[config.mk]
export PLATFORM = sky130hd
export DESIGN_NAME = ifba_host_flat
export DESIGN_NICKNAME = d
export VERILOG_FILES = /design/src/rtl/ifba_pkg.sv /design/src/rtl/ifba_mgmt_if.sv /design/src/rtl/ifba_host.sv /design/src/flat_wrapper.sv
export SDC_FILE = /design/constraint.sdc
export NUM_CORES = 1
export LEC_CHECK = 0
export ABC_AREA = 1
export BUFFER_PORTS_ARGS = -buffer_cell sky130_fd_sc_hd__buf_2
export CAP_MARGIN = 20
export CORE_ASPECT_RATIO = 1.1
export CORE_MARGIN = 1
export CORE_UTILIZATION = 30
export CTS_BUF_LIST = sky130_fd_sc_hd__clkbuf_4 sky130_fd_sc_hd__clkbuf_8 sky130_fd_sc_hd__clkbuf_16
export CTS_CLUSTER_DIAMETER = 60
export DETAILED_ROUTE_END_ITERATION = 16
export SYNTH_ARGS = -nofsm -noshare
export SYNTH_HDL_FRONTEND = slang
export SYNTH_SLANG_ARGS = --single-unit
export TNS_END_PERCENT = 20
[constraint.sdc]
create_clock -name clk_sys_in -period 2.95 [get_ports clk_sys_in]
set_input_delay 0.1475 -clock clk_sys_in [delete_from_list [all_inputs] [get_ports clk_sys_in]]
set_output_delay 0.1475 -clock clk_sys_in [all_outputs]
set_load 0.02 [all_outputs]
[src/rtl/ifba_pkg.sv]
// Constants shared by both ends of the indirect feature bit access link.
// Assumes byte-wide register access on the management side.
`default_nettype none
package ifba_pkg;
	// ----------------------------------------------------------------
	// Device register map
	// ----------------------------------------------------------------
	localparam logic [7:0] IFBA_OFF_UNLOCK  = 8'h08;
	localparam logic [7:0] IFBA_OFF_SELECT  = 8'h09;
	localparam logic [7:0] IFBA_OFF_COMMAND = 8'h0a;
	localparam logic [7:0] IFBA_ACCESS_CODE = 8'hbb;
	localparam logic [7:0] IFBA_CLOSE_CODE  = 8'h00;
	localparam logic [7:0] IFBA_SELECT_RST  = 8'h00;
	// ----------------------------------------------------------------
	// Command byte fields
	// ----------------------------------------------------------------
	localparam int IFBA_CMD_WE_BIT   = 7;
	localparam int IFBA_CMD_RD_BIT   = 6;
	localparam int IFBA_CMD_WVAL_BIT = 1;
	// ----------------------------------------------------------------
	// Feature bit bank
	// ----------------------------------------------------------------
	localparam int IFBA_NUM_FEAT          = 256;
	localparam int IFBA_FEAT_DELAY_LSB    = 132;
	localparam int IFBA_FEAT_TRIM0_LSB    = 140;
	localparam int IFBA_FEAT_TRIM0_MSB    = 143;
	localparam logic [IFBA_NUM_FEAT-1:0] IFBA_FEAT_RST =
		{{(IFBA_NUM_FEAT-1){1'b0}}, 1'b1} << IFBA_FEAT_TRIM0_MSB;
	// ----------------------------------------------------------------
	// Host controller register map
	// ----------------------------------------------------------------
	localparam logic [7:0] IFBA_H_OFF_CTRL   = 8'h00;
	localparam logic [7:0] IFBA_H_OFF_ADDR   = 8'h01;
	localparam logic [7:0] IFBA_H_OFF_STATUS = 8'h02;
	localparam int IFBA_H_CTRL_GO    = 0;
	localparam int IFBA_H_CTRL_WRITE = 1;
	localparam int IFBA_H_CTRL_VALUE = 2;
	localparam int IFBA_H_ST_BUSY    = 0;
	localparam int IFBA_H_ST_DONE    = 1;
	localparam int IFBA_H_ST_RESULT  = 2;
	localparam logic [7:0] IFBA_H_ADDR_RST = 8'h00;

	typedef enum logic [2:0] {
		IFBA_H_IDLE,
		IFBA_H_UNLOCK,
		IFBA_H_SELECT,
		IFBA_H_READ,
		IFBA_H_CAPTURE,
		IFBA_H_WCMD,
		IFBA_H_CLOSE
	} ifba_hstate_t;
endpackage
`default_nettype wire

[src/rtl/ifba_mgmt_if.sv]
// Management register link between the host controller and the device.
// Assumes one clock shared by both ends; read data follow a read by one cycle.
`timescale 1ns/1ps
`default_nettype none
interface ifba_mgmt_if;
	logic [7:0] mgmt_addr;
	logic [7:0] mgmt_wdata;
	logic       mgmt_wr;
	logic       mgmt_rd;
	logic [7:0] mgmt_rdata;

	modport host (
		output mgmt_addr,
		output mgmt_wdata,
		output mgmt_wr,
		output mgmt_rd,
		input  mgmt_rdata
	);

	modport device (
		input  mgmt_addr,
		input  mgmt_wdata,
		input  mgmt_wr,
		input  mgmt_rd,
		output mgmt_rdata
	);
endinterface
`default_nettype wire

[src/rtl/ifba_host.sv]
// Host end: runs feature bit read and write sequences on the link.
// Assumes software drives the user port with one-cycle strobes.
//
// Implementation choice: the strobed register port.
`timescale 1ns/1ps
`default_nettype none
module ifba_host (
	// Clock and reset
	input  wire logic       clk_sys_in,
	input  wire logic       rst_b_in,
	// Software register port
	input  wire logic [7:0] user_addr_in,
	input  wire logic [7:0] user_wdata_in,
	input  wire logic       user_wr_in,
	input  wire logic       user_rd_in,
	output var  logic [7:0] user_rdata_out,
	// Management link
	ifba_mgmt_if.host       mgmt
);
	import ifba_pkg::*;

	ifba_hstate_t state_reg;
	ifba_hstate_t state_next;
	logic [7:0]   feat_addr_reg;
	logic         op_write_reg;
	logic         op_value_reg;
	logic         done_reg;
	logic         result_reg;
	logic [7:0]   user_rdata_reg;
	logic [7:0]   l_addr_reg;
	logic [7:0]   l_wdata_reg;
	logic         l_wr_reg;
	logic         l_rd_reg;
	logic         busy;
	logic         go;

	assign busy = (state_reg != IFBA_H_IDLE);
	assign go   = user_wr_in && (user_addr_in == IFBA_H_OFF_CTRL) &&
		user_wdata_in[IFBA_H_CTRL_GO] && !busy;

	// ----------------------------------------------------------------
	// Sequencer
	// ----------------------------------------------------------------
	always_comb begin
		state_next = state_reg;
		unique case (state_reg)
			IFBA_H_IDLE:    if (go) state_next = IFBA_H_UNLOCK;
			IFBA_H_UNLOCK:  state_next = IFBA_H_SELECT;
			IFBA_H_SELECT:  state_next = op_write_reg ? IFBA_H_WCMD :
				IFBA_H_READ;
			IFBA_H_READ:    state_next = IFBA_H_CAPTURE;
			IFBA_H_CAPTURE: state_next = IFBA_H_IDLE;
			IFBA_H_WCMD:    state_next = IFBA_H_CLOSE;
			IFBA_H_CLOSE:   state_next = IFBA_H_IDLE;
			default:        state_next = IFBA_H_IDLE;
		endcase
	end

	always_ff @(posedge clk_sys_in or negedge rst_b_in) begin
		if (!rst_b_in) begin
			state_reg <= IFBA_H_IDLE;
		end else begin
			state_reg <= state_next;
		end
	end

	// ----------------------------------------------------------------
	// Link drive, registered from the state being entered
	// ----------------------------------------------------------------
	always_ff @(posedge clk_sys_in or negedge rst_b_in) begin
		if (!rst_b_in) begin
			l_addr_reg  <= 8'h00;
			l_wdata_reg <= 8'h00;
			l_wr_reg    <= 1'b0;
			l_rd_reg    <= 1'b0;
		end else begin
			l_addr_reg  <= 8'h00;
			l_wdata_reg <= 8'h00;
			l_wr_reg    <= 1'b0;
			l_rd_reg    <= 1'b0;
			unique case (state_next)
				IFBA_H_UNLOCK: begin
					l_addr_reg  <= IFBA_OFF_UNLOCK;
					l_wdata_reg <= IFBA_ACCESS_CODE;
					l_wr_reg    <= 1'b1;
				end
				IFBA_H_SELECT: begin
					l_addr_reg  <= IFBA_OFF_SELECT;
					l_wdata_reg <= feat_addr_reg;
					l_wr_reg    <= 1'b1;
				end
				IFBA_H_READ: begin
					l_addr_reg <= IFBA_OFF_COMMAND;
					l_rd_reg   <= 1'b1;
				end
				IFBA_H_WCMD: begin
					l_addr_reg <= IFBA_OFF_COMMAND;
					l_wdata_reg[IFBA_CMD_WE_BIT]   <= 1'b1;
					l_wdata_reg[IFBA_CMD_WVAL_BIT] <= op_value_reg;
					l_wr_reg   <= 1'b1;
				end
				IFBA_H_CLOSE: begin
					l_addr_reg  <= IFBA_OFF_COMMAND;
					l_wdata_reg <= IFBA_CLOSE_CODE;
					l_wr_reg    <= 1'b1;
				end
				IFBA_H_IDLE, IFBA_H_CAPTURE: begin
				end
			endcase
		end
	end

	assign mgmt.mgmt_addr  = l_addr_reg;
	assign mgmt.mgmt_wdata = l_wdata_reg;
	assign mgmt.mgmt_wr    = l_wr_reg;
	assign mgmt.mgmt_rd    = l_rd_reg;

	// ----------------------------------------------------------------
	// Software registers
	// ----------------------------------------------------------------
	always_ff @(posedge clk_sys_in or negedge rst_b_in) begin
		if (!rst_b_in) begin
			feat_addr_reg <= IFBA_H_ADDR_RST;
		end else if (user_wr_in && user_addr_in == IFBA_H_OFF_ADDR && !busy) begin
			feat_addr_reg <= user_wdata_in;
		end
	end

	always_ff @(posedge clk_sys_in or negedge rst_b_in) begin
		if (!rst_b_in) begin
			op_write_reg <= 1'b0;
			op_value_reg <= 1'b0;
		end else if (go) begin
			op_write_reg <= user_wdata_in[IFBA_H_CTRL_WRITE];
			op_value_reg <= user_wdata_in[IFBA_H_CTRL_VALUE];
		end
	end

	always_ff @(posedge clk_sys_in or negedge rst_b_in) begin
		if (!rst_b_in) begin
			result_reg <= 1'b0;
		end else if (state_reg == IFBA_H_CAPTURE) begin
			result_reg <= mgmt.mgmt_rdata[IFBA_CMD_RD_BIT];
		end
	end

	always_ff @(posedge clk_sys_in or negedge rst_b_in) begin
		if (!rst_b_in) begin
			done_reg <= 1'b0;
		end else if (busy && state_next == IFBA_H_IDLE) begin
			done_reg <= 1'b1;
		end else if (go) begin
			done_reg <= 1'b0;
		end
	end

	always_ff @(posedge clk_sys_in or negedge rst_b_in) begin
		if (!rst_b_in) begin
			user_rdata_reg <= 8'h00;
		end else begin
			user_rdata_reg <= 8'h00;
			if (user_rd_in) begin
				unique case (user_addr_in)
					IFBA_H_OFF_ADDR: user_rdata_reg <= feat_addr_reg;
					IFBA_H_OFF_STATUS: begin
						user_rdata_reg[IFBA_H_ST_BUSY]   <= busy;
						user_rdata_reg[IFBA_H_ST_DONE]   <= done_reg;
						user_rdata_reg[IFBA_H_ST_RESULT] <= result_reg;
					end
					default: user_rdata_reg <= 8'h00;
				endcase
			end
		end
	end

	assign user_rdata_out = user_rdata_reg;
endmodule
`default_nettype wire

[src/flat_wrapper.sv]
// flat-port wrapper written by rule: the top's interface ports become plain ports
module ifba_host_flat import ifba_pkg::*;
  (clk_sys_in, rst_b_in, user_addr_in, user_wdata_in, user_wr_in, user_rd_in, user_rdata_out, mgmt_mgmt_addr, mgmt_mgmt_wdata, mgmt_mgmt_wr, mgmt_mgmt_rd, mgmt_mgmt_rdata);
  ifba_mgmt_if mgmt_i ();
  input  wire logic clk_sys_in;
  input  wire logic rst_b_in;
  input  wire logic [7:0] user_addr_in;
  input  wire logic [7:0] user_wdata_in;
  input  wire logic user_wr_in;
  input  wire logic user_rd_in;
  output var  logic [7:0] user_rdata_out;
  output wire logic [$bits(mgmt_i.mgmt_addr)-1:0] mgmt_mgmt_addr;
  output wire logic [$bits(mgmt_i.mgmt_wdata)-1:0] mgmt_mgmt_wdata;
  output wire logic [$bits(mgmt_i.mgmt_wr)-1:0] mgmt_mgmt_wr;
  output wire logic [$bits(mgmt_i.mgmt_rd)-1:0] mgmt_mgmt_rd;
  input wire logic [$bits(mgmt_i.mgmt_rdata)-1:0] mgmt_mgmt_rdata;
  assign mgmt_mgmt_addr = mgmt_i.mgmt_addr;
  assign mgmt_mgmt_wdata = mgmt_i.mgmt_wdata;
  assign mgmt_mgmt_wr = mgmt_i.mgmt_wr;
  assign mgmt_mgmt_rd = mgmt_i.mgmt_rd;
  assign mgmt_i.mgmt_rdata = mgmt_mgmt_rdata;
  ifba_host u_core (.clk_sys_in(clk_sys_in), .rst_b_in(rst_b_in), .user_addr_in(user_addr_in), .user_wdata_in(user_wdata_in), .user_wr_in(user_wr_in), .user_rd_in(user_rd_in), .user_rdata_out(user_rdata_out), .mgmt(mgmt_i));
endmodule
==> results of run 1 <==
-- per-stage QoR --
step / util / total power (µW)
after floorplan: - / 575
after global placement: 0.358 / 606
after detailed placement: 0.358 / 607
after CTS: 0.377 / 935
after global routing: 0.377 / 970
final: 0.377 / 925
-- cells by family after synthesis --
family / Yosys count / synth area share
DFF: 36 / 0.583
other: 1 / 0.00242
and+or+nand+nor: 86 / 0.287
AOI/OAI and AO/OA: 11 / 0.0380
buffers and inverters: 28 / 0.0898
-- worst max path at each step --
| stage | startpoint | to | slack (ps) | cells after the start |
|---|---|---|---|---|
| floorplan | u_core.state_reg[2] | u_core.done_reg | 1840 | 7 |
| global placement | u_core.state_reg[2] | u_core.state_reg[0] | 1680 | 5 |
| detailed placement | u_core.state_reg[2] | u_core.mgmt.mgmt_wdata[5] | 1650 | 5 |
| CTS | u_core.state_reg[2] | u_core.mgmt.mgmt_wdata[5] | 1630 | 5 |
| global route | u_core.state_reg[2] | u_core.state_reg[0] | 1560 | 5 |
| finish | u_core.state_reg[2] | u_core.mgmt.mgmt_wdata[5] | 1650 | 5 |
-- power by group --
| group | switching, µW | internal (µW) | leakage [µW] |
|---|---|---|---|
| Combinational | 53.4 | 26.0 | 0.000512 |
| Clock | 158 | 169 | 0.0000445 |
| Sequential | 9.81 | 508 | 0.000482 |
| Total | 221 | 703 | 0.00104 |
-- worst max-delay path, stage by stage (launching register included) --
cell and delay, ps:
dfrtp_1 510, nor2_4 170, nand2_4 90, inv_2 110
nand4_4 190, o21ai_0 150
-- metal layers --
| metal | share of wire | wire length, µm |
|---|---|---|
| met5 | 0 | 0 |
| met3 | 0.061 | 173 |
| met2 | 0.44 | 1240 |
| met1 | 0.47 | 1340 |
| met4 | 0.024 | 68 |
-- final cells by class --
| cell class | instances | area (µm²) |
|---|---|---|
| well taps | 58 | 72.6 |
| clock buffers | 6 | 76.3 |
| fillers | 518 | 3100 |
| multi-input cells | 102 | 522 |
| repair buffers | 42 | 215 |
| inverters | 21 | 78.8 |
| flip-flops and latches | 36 | 901 |
| clock inverters | 1 | 5.00 |
-- Yosys cell counts --
cell | count | area, µm²
a21oi_1 | 3 | 15.0
a22oi_1 | 1 | 7.51
a31oi_1 | 1 | 6.26
buf_4 | 5 | 37.5
buf_6 | 2 | 22.5
conb_1 | 1 | 3.75
dfrtp_1 | 36 | 901
inv_1 | 18 | 67.6
inv_2 | 3 | 11.3
nand2_1 | 39 | 146
nand2_2 | 2 | 12.5
nand2_4 | 1 | 11.3
nand3_1 | 15 | 75.1
nand3_2 | 1 | 10.0
nand3_4 | 1 | 17.5
nand3b_1 | 2 | 15.0
nand4_4 | 1 | 21.3
nor2_1 | 16 | 60.1
nor2_2 | 3 | 18.8
nor2_4 | 5 | 56.3
o21ai_0 | 5 | 25.0
o21ai_1 | 1 | 5.00
==> impl_metrics.py, run 1 <==
metrics = {
    "timing": {
        "final_max_slew_viol_count": 0,
        "final.setup.worst_slack_ps": 1650,
        "slew_headroom": 0.479,
        "setup_tns_ps": 0,
        "finalCritPeriodShare": 0.441,
        "fmax_mhz": 769,
        "worst_pin_slew_ps": 782,
        "hold_viol": 0,
        "finalSetupViolations": 0,
        "fin_hold_ws_ps": 93.4,
        "grt_setup_unrepaired": "false",
        "period_needed_ps": 1300,
        "skew_ps": 4.78,
    },
    "layout": {
        "design_area_um2": 1870,
        "diodes": 0,
        "layout_commonest_cell": "buf_2",
        "fin_cells": 266,
        "drive_above_1_share": 0.313,
        "finalNetCount": 236,
        "final_cell_mix": "buf_2, nand2_1, dfrtp_1, inv_1, nor2_1",
        "syn_to_final_growth_pct": 21.0,
    },
    "clocking": {
        "cts_buffers": 5,
        "clockBufferDepth": 2,
        "cts_tree": "done",
        "cts_resized": 0,
        "cts.clk_slew.worst_paths_ps": 70,
        "postCtsSetupRepairBufs": 0,
        "clk_latency_ps": 280,
        "htreeDepth": 2,
        "cts_sinks": 36,
        "root_buffer": "clkbuf_8",
        "ctsHoldBuffers": 1,
    },
    "placed_design": {
        "place_ws_ps": 1650,
        "dp_hpwl_um": 2100,
        "globalplace.congestion": 0.753,
        "place_area_um2": 1780,
        "placed_cells": 258,
        "port_buffers": 41,
    },
    "routing": {
        "vias_per_cell": 4.28,
        "routed_wl_um": 2830,
        "route.detailed.drc": 0,
        "firstDrtPassIters": 7,
        "dr.first_iter.drc_count": 98,
        "wl_per_cell_um": 10.6,
        "ant_nets": 0,
        "vias": 1139,
    },
    "power_and_ir_drop": {
        "leakagePower_uw": 0.00104,
        "power_density_nw_per_um2": 494,
        "peakVddDrop_mv": 0.138,
    },
    "run": {
        "maxCapViolCount": 0,
    },
    "worst_setup_path": {
        "r2r_cells": 5,
        "cp-start-kind": "register",
        "r2r_slack_ps": 1650,
        "critPathMaxFanout": 9,
        "worstPathArrival_ps": 1490,
        "cp.required_ps": 3140,
        "rr_startpoint": "u_core.state_reg[2]",
        "end_kind": "register",
        "worstSetupPathType": "register to register",
        "r2r_end": "u_core.mgmt.mgmt_wdata[5]",
    },
    "hold_path": {
        "hold_end": "u_core.feat_addr_reg[5]",
        "min_path_type": "input pin to register",
        "worstHoldStart": "user_wdata_in[5]",
        "hold_depth": 3,
    },
    "global_route": {
        "grtUsageMet3": 0.0289,
        "antenna_found_initial": 0,
        "grt_max_degree": 37,
        "use_met1": 0.153,
        "globalRouteTotalUtil": 0.114,
        "grt_use_met2": 0.167,
        "top_usage_layer": "met2",
        "grt_pass1_wl_um": 4730,
        "grt_pass1_vias": 985,
        "grt_overflow": 0,
    },
    "die": {
        "rows": 27,
        "initial_core_util": 0.311,
        "die_x_um": 70.5,
        "dieArea_um2": 5450,
        "ios": 54,
        "die_height_um": 77.3,
        "core-area_um2": 4970,
    },
    "logic_synthesis": {
        "ys_ff_latch": 36,
        "synth.avg_cell_area_um2": 9.55,
        "synth.distinct_cells": 22,
        "yosys_warnings": 0,
        "ys_seq_area_frac": 0.583,
        "synthCells": 162,
        "syn_area_um2": 1550,
    },
    "status": {
        "outcome": "complete, no violations",
    },
}
(Power assumes the default switching activity.)
==> run 2, diff against run 1 <==
clock period = 1.2 ns   (was 2.95 ns; I/O delays follow)
==> impl_metrics.py, run 2 (synthesis results as in run 1) <==
metrics = {
    "status": {
        "outcome": "complete, no violations",
    },
    "layout": {
        "syn_to_final_growth_pct": 28.1,
        "final_cell_mix": "buf_2, nand2_1, dfrtp_1, inv_1, nor2_1",
        "finalNetCount": 244,
        "fin_cells": 275,
        "design_area_um2": 1980,
        "diodes": 0,
        "layout_commonest_cell": "buf_2",
        "drive_above_1_share": 0.350,
    },
    "worst_setup_path": {
        "cp.required_ps": 1400,
        "crit_chain": "nor2_4, nand2_4, inv_6, nand4_4, o21ai_0",
        "cp-start-kind": "register",
        "critPathMaxFanout": 5,
        "slowest_delay_ps": 460,
        "worstSetupPathType": "register to register",
        "rr_startpoint": "u_core.state_reg[1]",
        "worstPathArrival_ps": 1340,
        "end_kind": "register",
        "critPathLaunch": "u_core.state_reg[1]",
        "crit_slowest_cell": "dfrtp_2",
    },
    "routing": {
        "vias": 1184,
        "routed_wl_um": 2900,
        "wl_per_cell_um": 10.5,
        "ant_nets": 0,
        "vias_per_cell": 4.31,
        "route.detailed.drc": 0,
        "dr.first_iter.drc_count": 65,
        "firstDrtPassIters": 4,
    },
    "power_and_ir_drop": {
        "finalPower_uw": 2370,
        "power_density_nw_per_um2": 1200,
        "leakagePower_uw": 0.00108,
        "peakVddDrop_mv": 0.388,
    },
    "clocking": {
        "clockBufferDepth": 2,
        "cts_buffers": 5,
        "cts_sinks": 36,
        "htreeDepth": 2,
        "root_buffer": "clkbuf_8",
        "clk_latency_ps": 280,
        "cts.clk_slew.worst_paths_ps": 70,
        "cts_tree": "done",
    },
    "hold_path": {
        "worstHoldStart": "user_wdata_in[4]",
        "min_path_type": "input pin to register",
    },
    "global_route": {
        "grt_pass1_vias": 1070,
        "grt_max_degree": 20,
        "grt_pass1_wl_um": 4770,
        "globalRouteTotalUtil": 0.111,
        "antenna_found_initial": 0,
        "grt_overflow": 0,
    },
    "timing": {
        "setup_tns_ps": 0,
        "final_max_slew_viol_count": 0,
        "skew_ps": 3.36,
        "fmax_mhz": 880,
        "period_needed_ps": 1140,
        "hold_viol": 0,
        "finalSetupViolations": 0,
        "finalCritPeriodShare": 0.947,
        "grt_setup_unrepaired": "true",
        "fin_hold_ws_ps": 4.35,
    },
    "placed_design": {
        "place_area_um2": 1810,
        "port_buffers": 41,
        "placed_cells": 261,
        "dp_hpwl_um": 2170,
        "globalplace.congestion": 0.764,
    },
    "die": {
        "die_height_um": 77.3,
        "core-area_um2": 4970,
        "ios": 54,
        "dieArea_um2": 5450,
        "die_x_um": 70.5,
        "rows": 27,
        "initial_core_util": 0.311,
    },
    "run": {
        "maxCapViolCount": 0,
    },
}
-- run 2: cell count changes in the layout (fill, tap and decap cells not counted), sizes merged --
cell,change
nand4,+1
buf,+6
clkinv,+1
dlygate4sd3,+1
-- run 2: final cells by class --
cell class                      count  area [µm²]
Fill cell                         500        2990
Sequential cell                    36         902
Multi-Input combinational cell    103         547
Timing Repair Buffer               49         283
Inverter                           21        83.8
Clock buffer                        6        82.6
Tap cell                           58        72.6
Clock inverter                      2        10.0
-- run 2: path summary, 6_finish.rpt --
check | to | slack, ps | cells past startpoint
worst min-delay path | u_core.feat_addr_reg[4] | 4 | 3
worst min register to register | u_core.feat_addr_reg[4] | 480 | 2
max in group asynchronous | u_core.feat_addr_reg[1] | 530 | 3
min in group asynchronous | u_core.user_rdata_out[2] | 240 | 2
worst max register to register | u_core.state_reg[0] | 60 | 5
worst max-delay path | u_core.state_reg[0] | 60 | 5
-- run 2: per-layer routing --
| layer | wire length (µm) | track usage |
|---|---|---|
| met1 | 1350 | 0.142 |
| met2 | 1290 | 0.170 |
| met3 | 209 | 0.0394 |
| met4 | 46 | 0.0420 |
| met5 | 0 | 0 |
-- run 2: report_power, final --
group | switching [µW] | leakage (µW) | internal, µW
logic | 143 | 0.000551 | 82.5
registers | 22.5 | 0.000480 | 1250
clock network | 417 | 0.0000510 | 458
total | 583 | 0.00108 | 1790
-- run 2: worst max-delay path: cells and delay by family (launching register included) --
family / cells / cell delay, ps
compound gates: 1 / 140
buf+inv: 1 / 100
flops: 1 / 460
simple gates: 3 / 350
-- run 2: what timing repair did --
item,4_1_cts,5_1_grt
buffers inserted,0,3
endpoints found under the setup margin,0,20
hold buffers,1,1
gates resized for setup,0,10
hold endpoints to repair,18,1
-- run 2: stage by stage --
step            util  worst slack (ps)
2_1_floorplan      -              94.2
3_3_place_gp   0.365              44.2
3_5_place_dp   0.365              23.9
4_1_cts        0.386              2.33
5_1_grt        0.399             -5.40
6_report       0.399              63.6
==> run 3, diff against run 2 <==
HOLD_SLACK_MARGIN = 0.12   (was unset)
==> impl_metrics.py, run 3 (synthesis results as in run 1) <==
metrics = {
    "status": {
        "outcome": "complete, no violations",
    },
    "clocking": {
        "cts_buffers": 5,
        "htreeDepth": 2,
        "root_buffer": "clkbuf_8",
        "clk_latency_ps": 290,
        "cts_sinks": 36,
        "clockBufferDepth": 2,
        "cts_tree": "done",
        "cts.clk_slew.worst_paths_ps": 70,
    },
    "die": {
        "die_x_um": 70.5,
        "ios": 54,
        "initial_core_util": 0.311,
        "core-area_um2": 4970,
        "rows": 27,
        "die_height_um": 77.3,
        "dieArea_um2": 5450,
    },
    "layout": {
        "syn_to_final_growth_pct": 33.9,
        "layout_commonest_cell": "buf_2",
        "fin_cells": 284,
        "finalNetCount": 253,
        "design_area_um2": 2070,
        "diodes": 0,
        "drive_above_1_share": 0.336,
        "nFillCells": 497,
        "final_cell_mix": "buf_2, nand2_1, dfrtp_1, inv_1, nor2_1",
    },
    "worst_setup_path": {
        "path_buf_inv": 1,
        "r2r_cells": 5,
        "critical-path-top-delay-family": "flip-flops",
        "cp.required_ps": 1400,
        "crit_slowest_cell": "dfrtp_2",
        "critPathMaxFanout": 5,
        "crit_chain": "nor2_4, nand2_4, inv_6, nand4_4, o21ai_0",
        "cp_num_cells": 5,
        "worstSetupPathType": "register to register",
        "end_kind": "register",
        "cp-start-kind": "register",
        "worstPathArrival_ps": 1330,
        "slowest_delay_ps": 460,
    },
    "placed_design": {
        "place_ws_ps": 23.9,
        "port_buffers": 41,
        "dp_hpwl_um": 2170,
        "globalplace.congestion": 0.764,
        "place_area_um2": 1810,
        "placed_cells": 261,
    },
    "timing": {
        "skew_ps": 6.67,
        "final.setup.worst_slack_ps": 66.4,
        "final_max_slew_viol_count": 0,
        "hold_viol": 0,
        "fmax_mhz": 882,
        "period_needed_ps": 1130,
        "grt_setup_unrepaired": "true",
        "finalSetupViolations": 0,
        "finalCritPeriodShare": 0.945,
    },
    "global_route": {
        "grt_pass1_vias": 1107,
        "grt_max_degree": 20,
        "antenna_found_initial": 0,
        "grt_pass1_wl_um": 4860,
        "globalRouteTotalUtil": 0.112,
        "grt_overflow": 0,
    },
    "routing": {
        "vias": 1208,
        "ant_nets": 0,
        "routed_wl_um": 2930,
        "dr.first_iter.drc_count": 55,
        "firstDrtPassIters": 4,
        "vias_per_cell": 4.25,
        "route.detailed.drc": 0,
        "wl_per_cell_um": 10.3,
    },
    "power_and_ir_drop": {
        "peakVddDrop_mv": 0.393,
        "finalPower_uw": 2390,
        "power_density_nw_per_um2": 1160,
        "leakagePower_uw": 0.00112,
    },
    "run": {
        "maxCapViolCount": 0,
    },
    "hold_path": {
        "min_path_type": "input pin to register",
        "hold_depth": 3,
    },
}
-- run 3: cell types whose count changed in the layout (fill, tap and decap cells not counted) --
| cell | before | now |
|---|---|---|
| dlygate4sd3_1 | 2 | 11 |
-- run 3: tightest hold or removal path: cells and delay by family --
family                 cells  cell delay (ps)
buffers and inverters      1              160
and+or+nand+nor            2              200
-- run 3: area by class of cell --
| cell class | count | area, µm² | area share |
|---|---|---|---|
| tap | 58 | 72.6 | 0.0350 |
| clock inverter | 2 | 10.0 | 0.00483 |
| inverter | 21 | 83.8 | 0.0405 |
| clock buffer | 6 | 82.6 | 0.0399 |
| multi-input combinational | 103 | 547 | 0.264 |
| sequential | 36 | 902 | 0.436 |
| timing repair buffer | 58 | 373 | 0.180 |
-- run 3: path summary, 6_finish.rpt --
check	slack, ps	startpoint	to
min in group asynchronous	240	rst_b_in	u_core.user_rdata_out[2]
min	180	user_wr_in	u_core.mgmt.mgmt_wdata[0]
max reg2reg	70	u_core.state_reg[1]	u_core.state_reg[0]
max	70	u_core.state_reg[1]	u_core.state_reg[0]
min reg2reg	480	u_core.feat_addr_reg[6]	u_core.feat_addr_reg[6]
max in group asynchronous	530	rst_b_in	u_core.mgmt.mgmt_wdata[4]
-- run 3: timing repair --
action,4_1_cts,5_1_grt
endpoints found under the setup margin,0,20
setup buffers,0,3
endpoints found under the hold margin,50,0
hold buffers,11,0
resized for setup,0,10
-- run 3: layer usage --
metal / track usage / routed length (µm) / vias to the layer above
met3: 0.0342 / 187 / 5
met2: 0.173 / 1300 / 41
li1: - / - / 619
met1: 0.147 / 1400 / 543
met5: 0 / 0 / -
met4: 0.0420 / 46 / 0
-- run 3: report_power, final --
group          switching [µW]  total (µW)  leakage (µW)  internal (µW)
clock                     417         874     0.0000510            458
combinational             147         248      0.000588            101
sequential               21.8        1270      0.000480           1250
-- run 3: stage by stage --
stage | TNS [ps] | hold WS, ps | utilization
final | 0 | 178 | 0.417
after global routing | -11.3 | 189 | 0.417
after CTS | 0 | 176 | 0.406
after detailed placement | 0 | 23.8 | 0.365
after global placement | 0 | 16.8 | 0.365
after floorplan | 0 | -236 | -
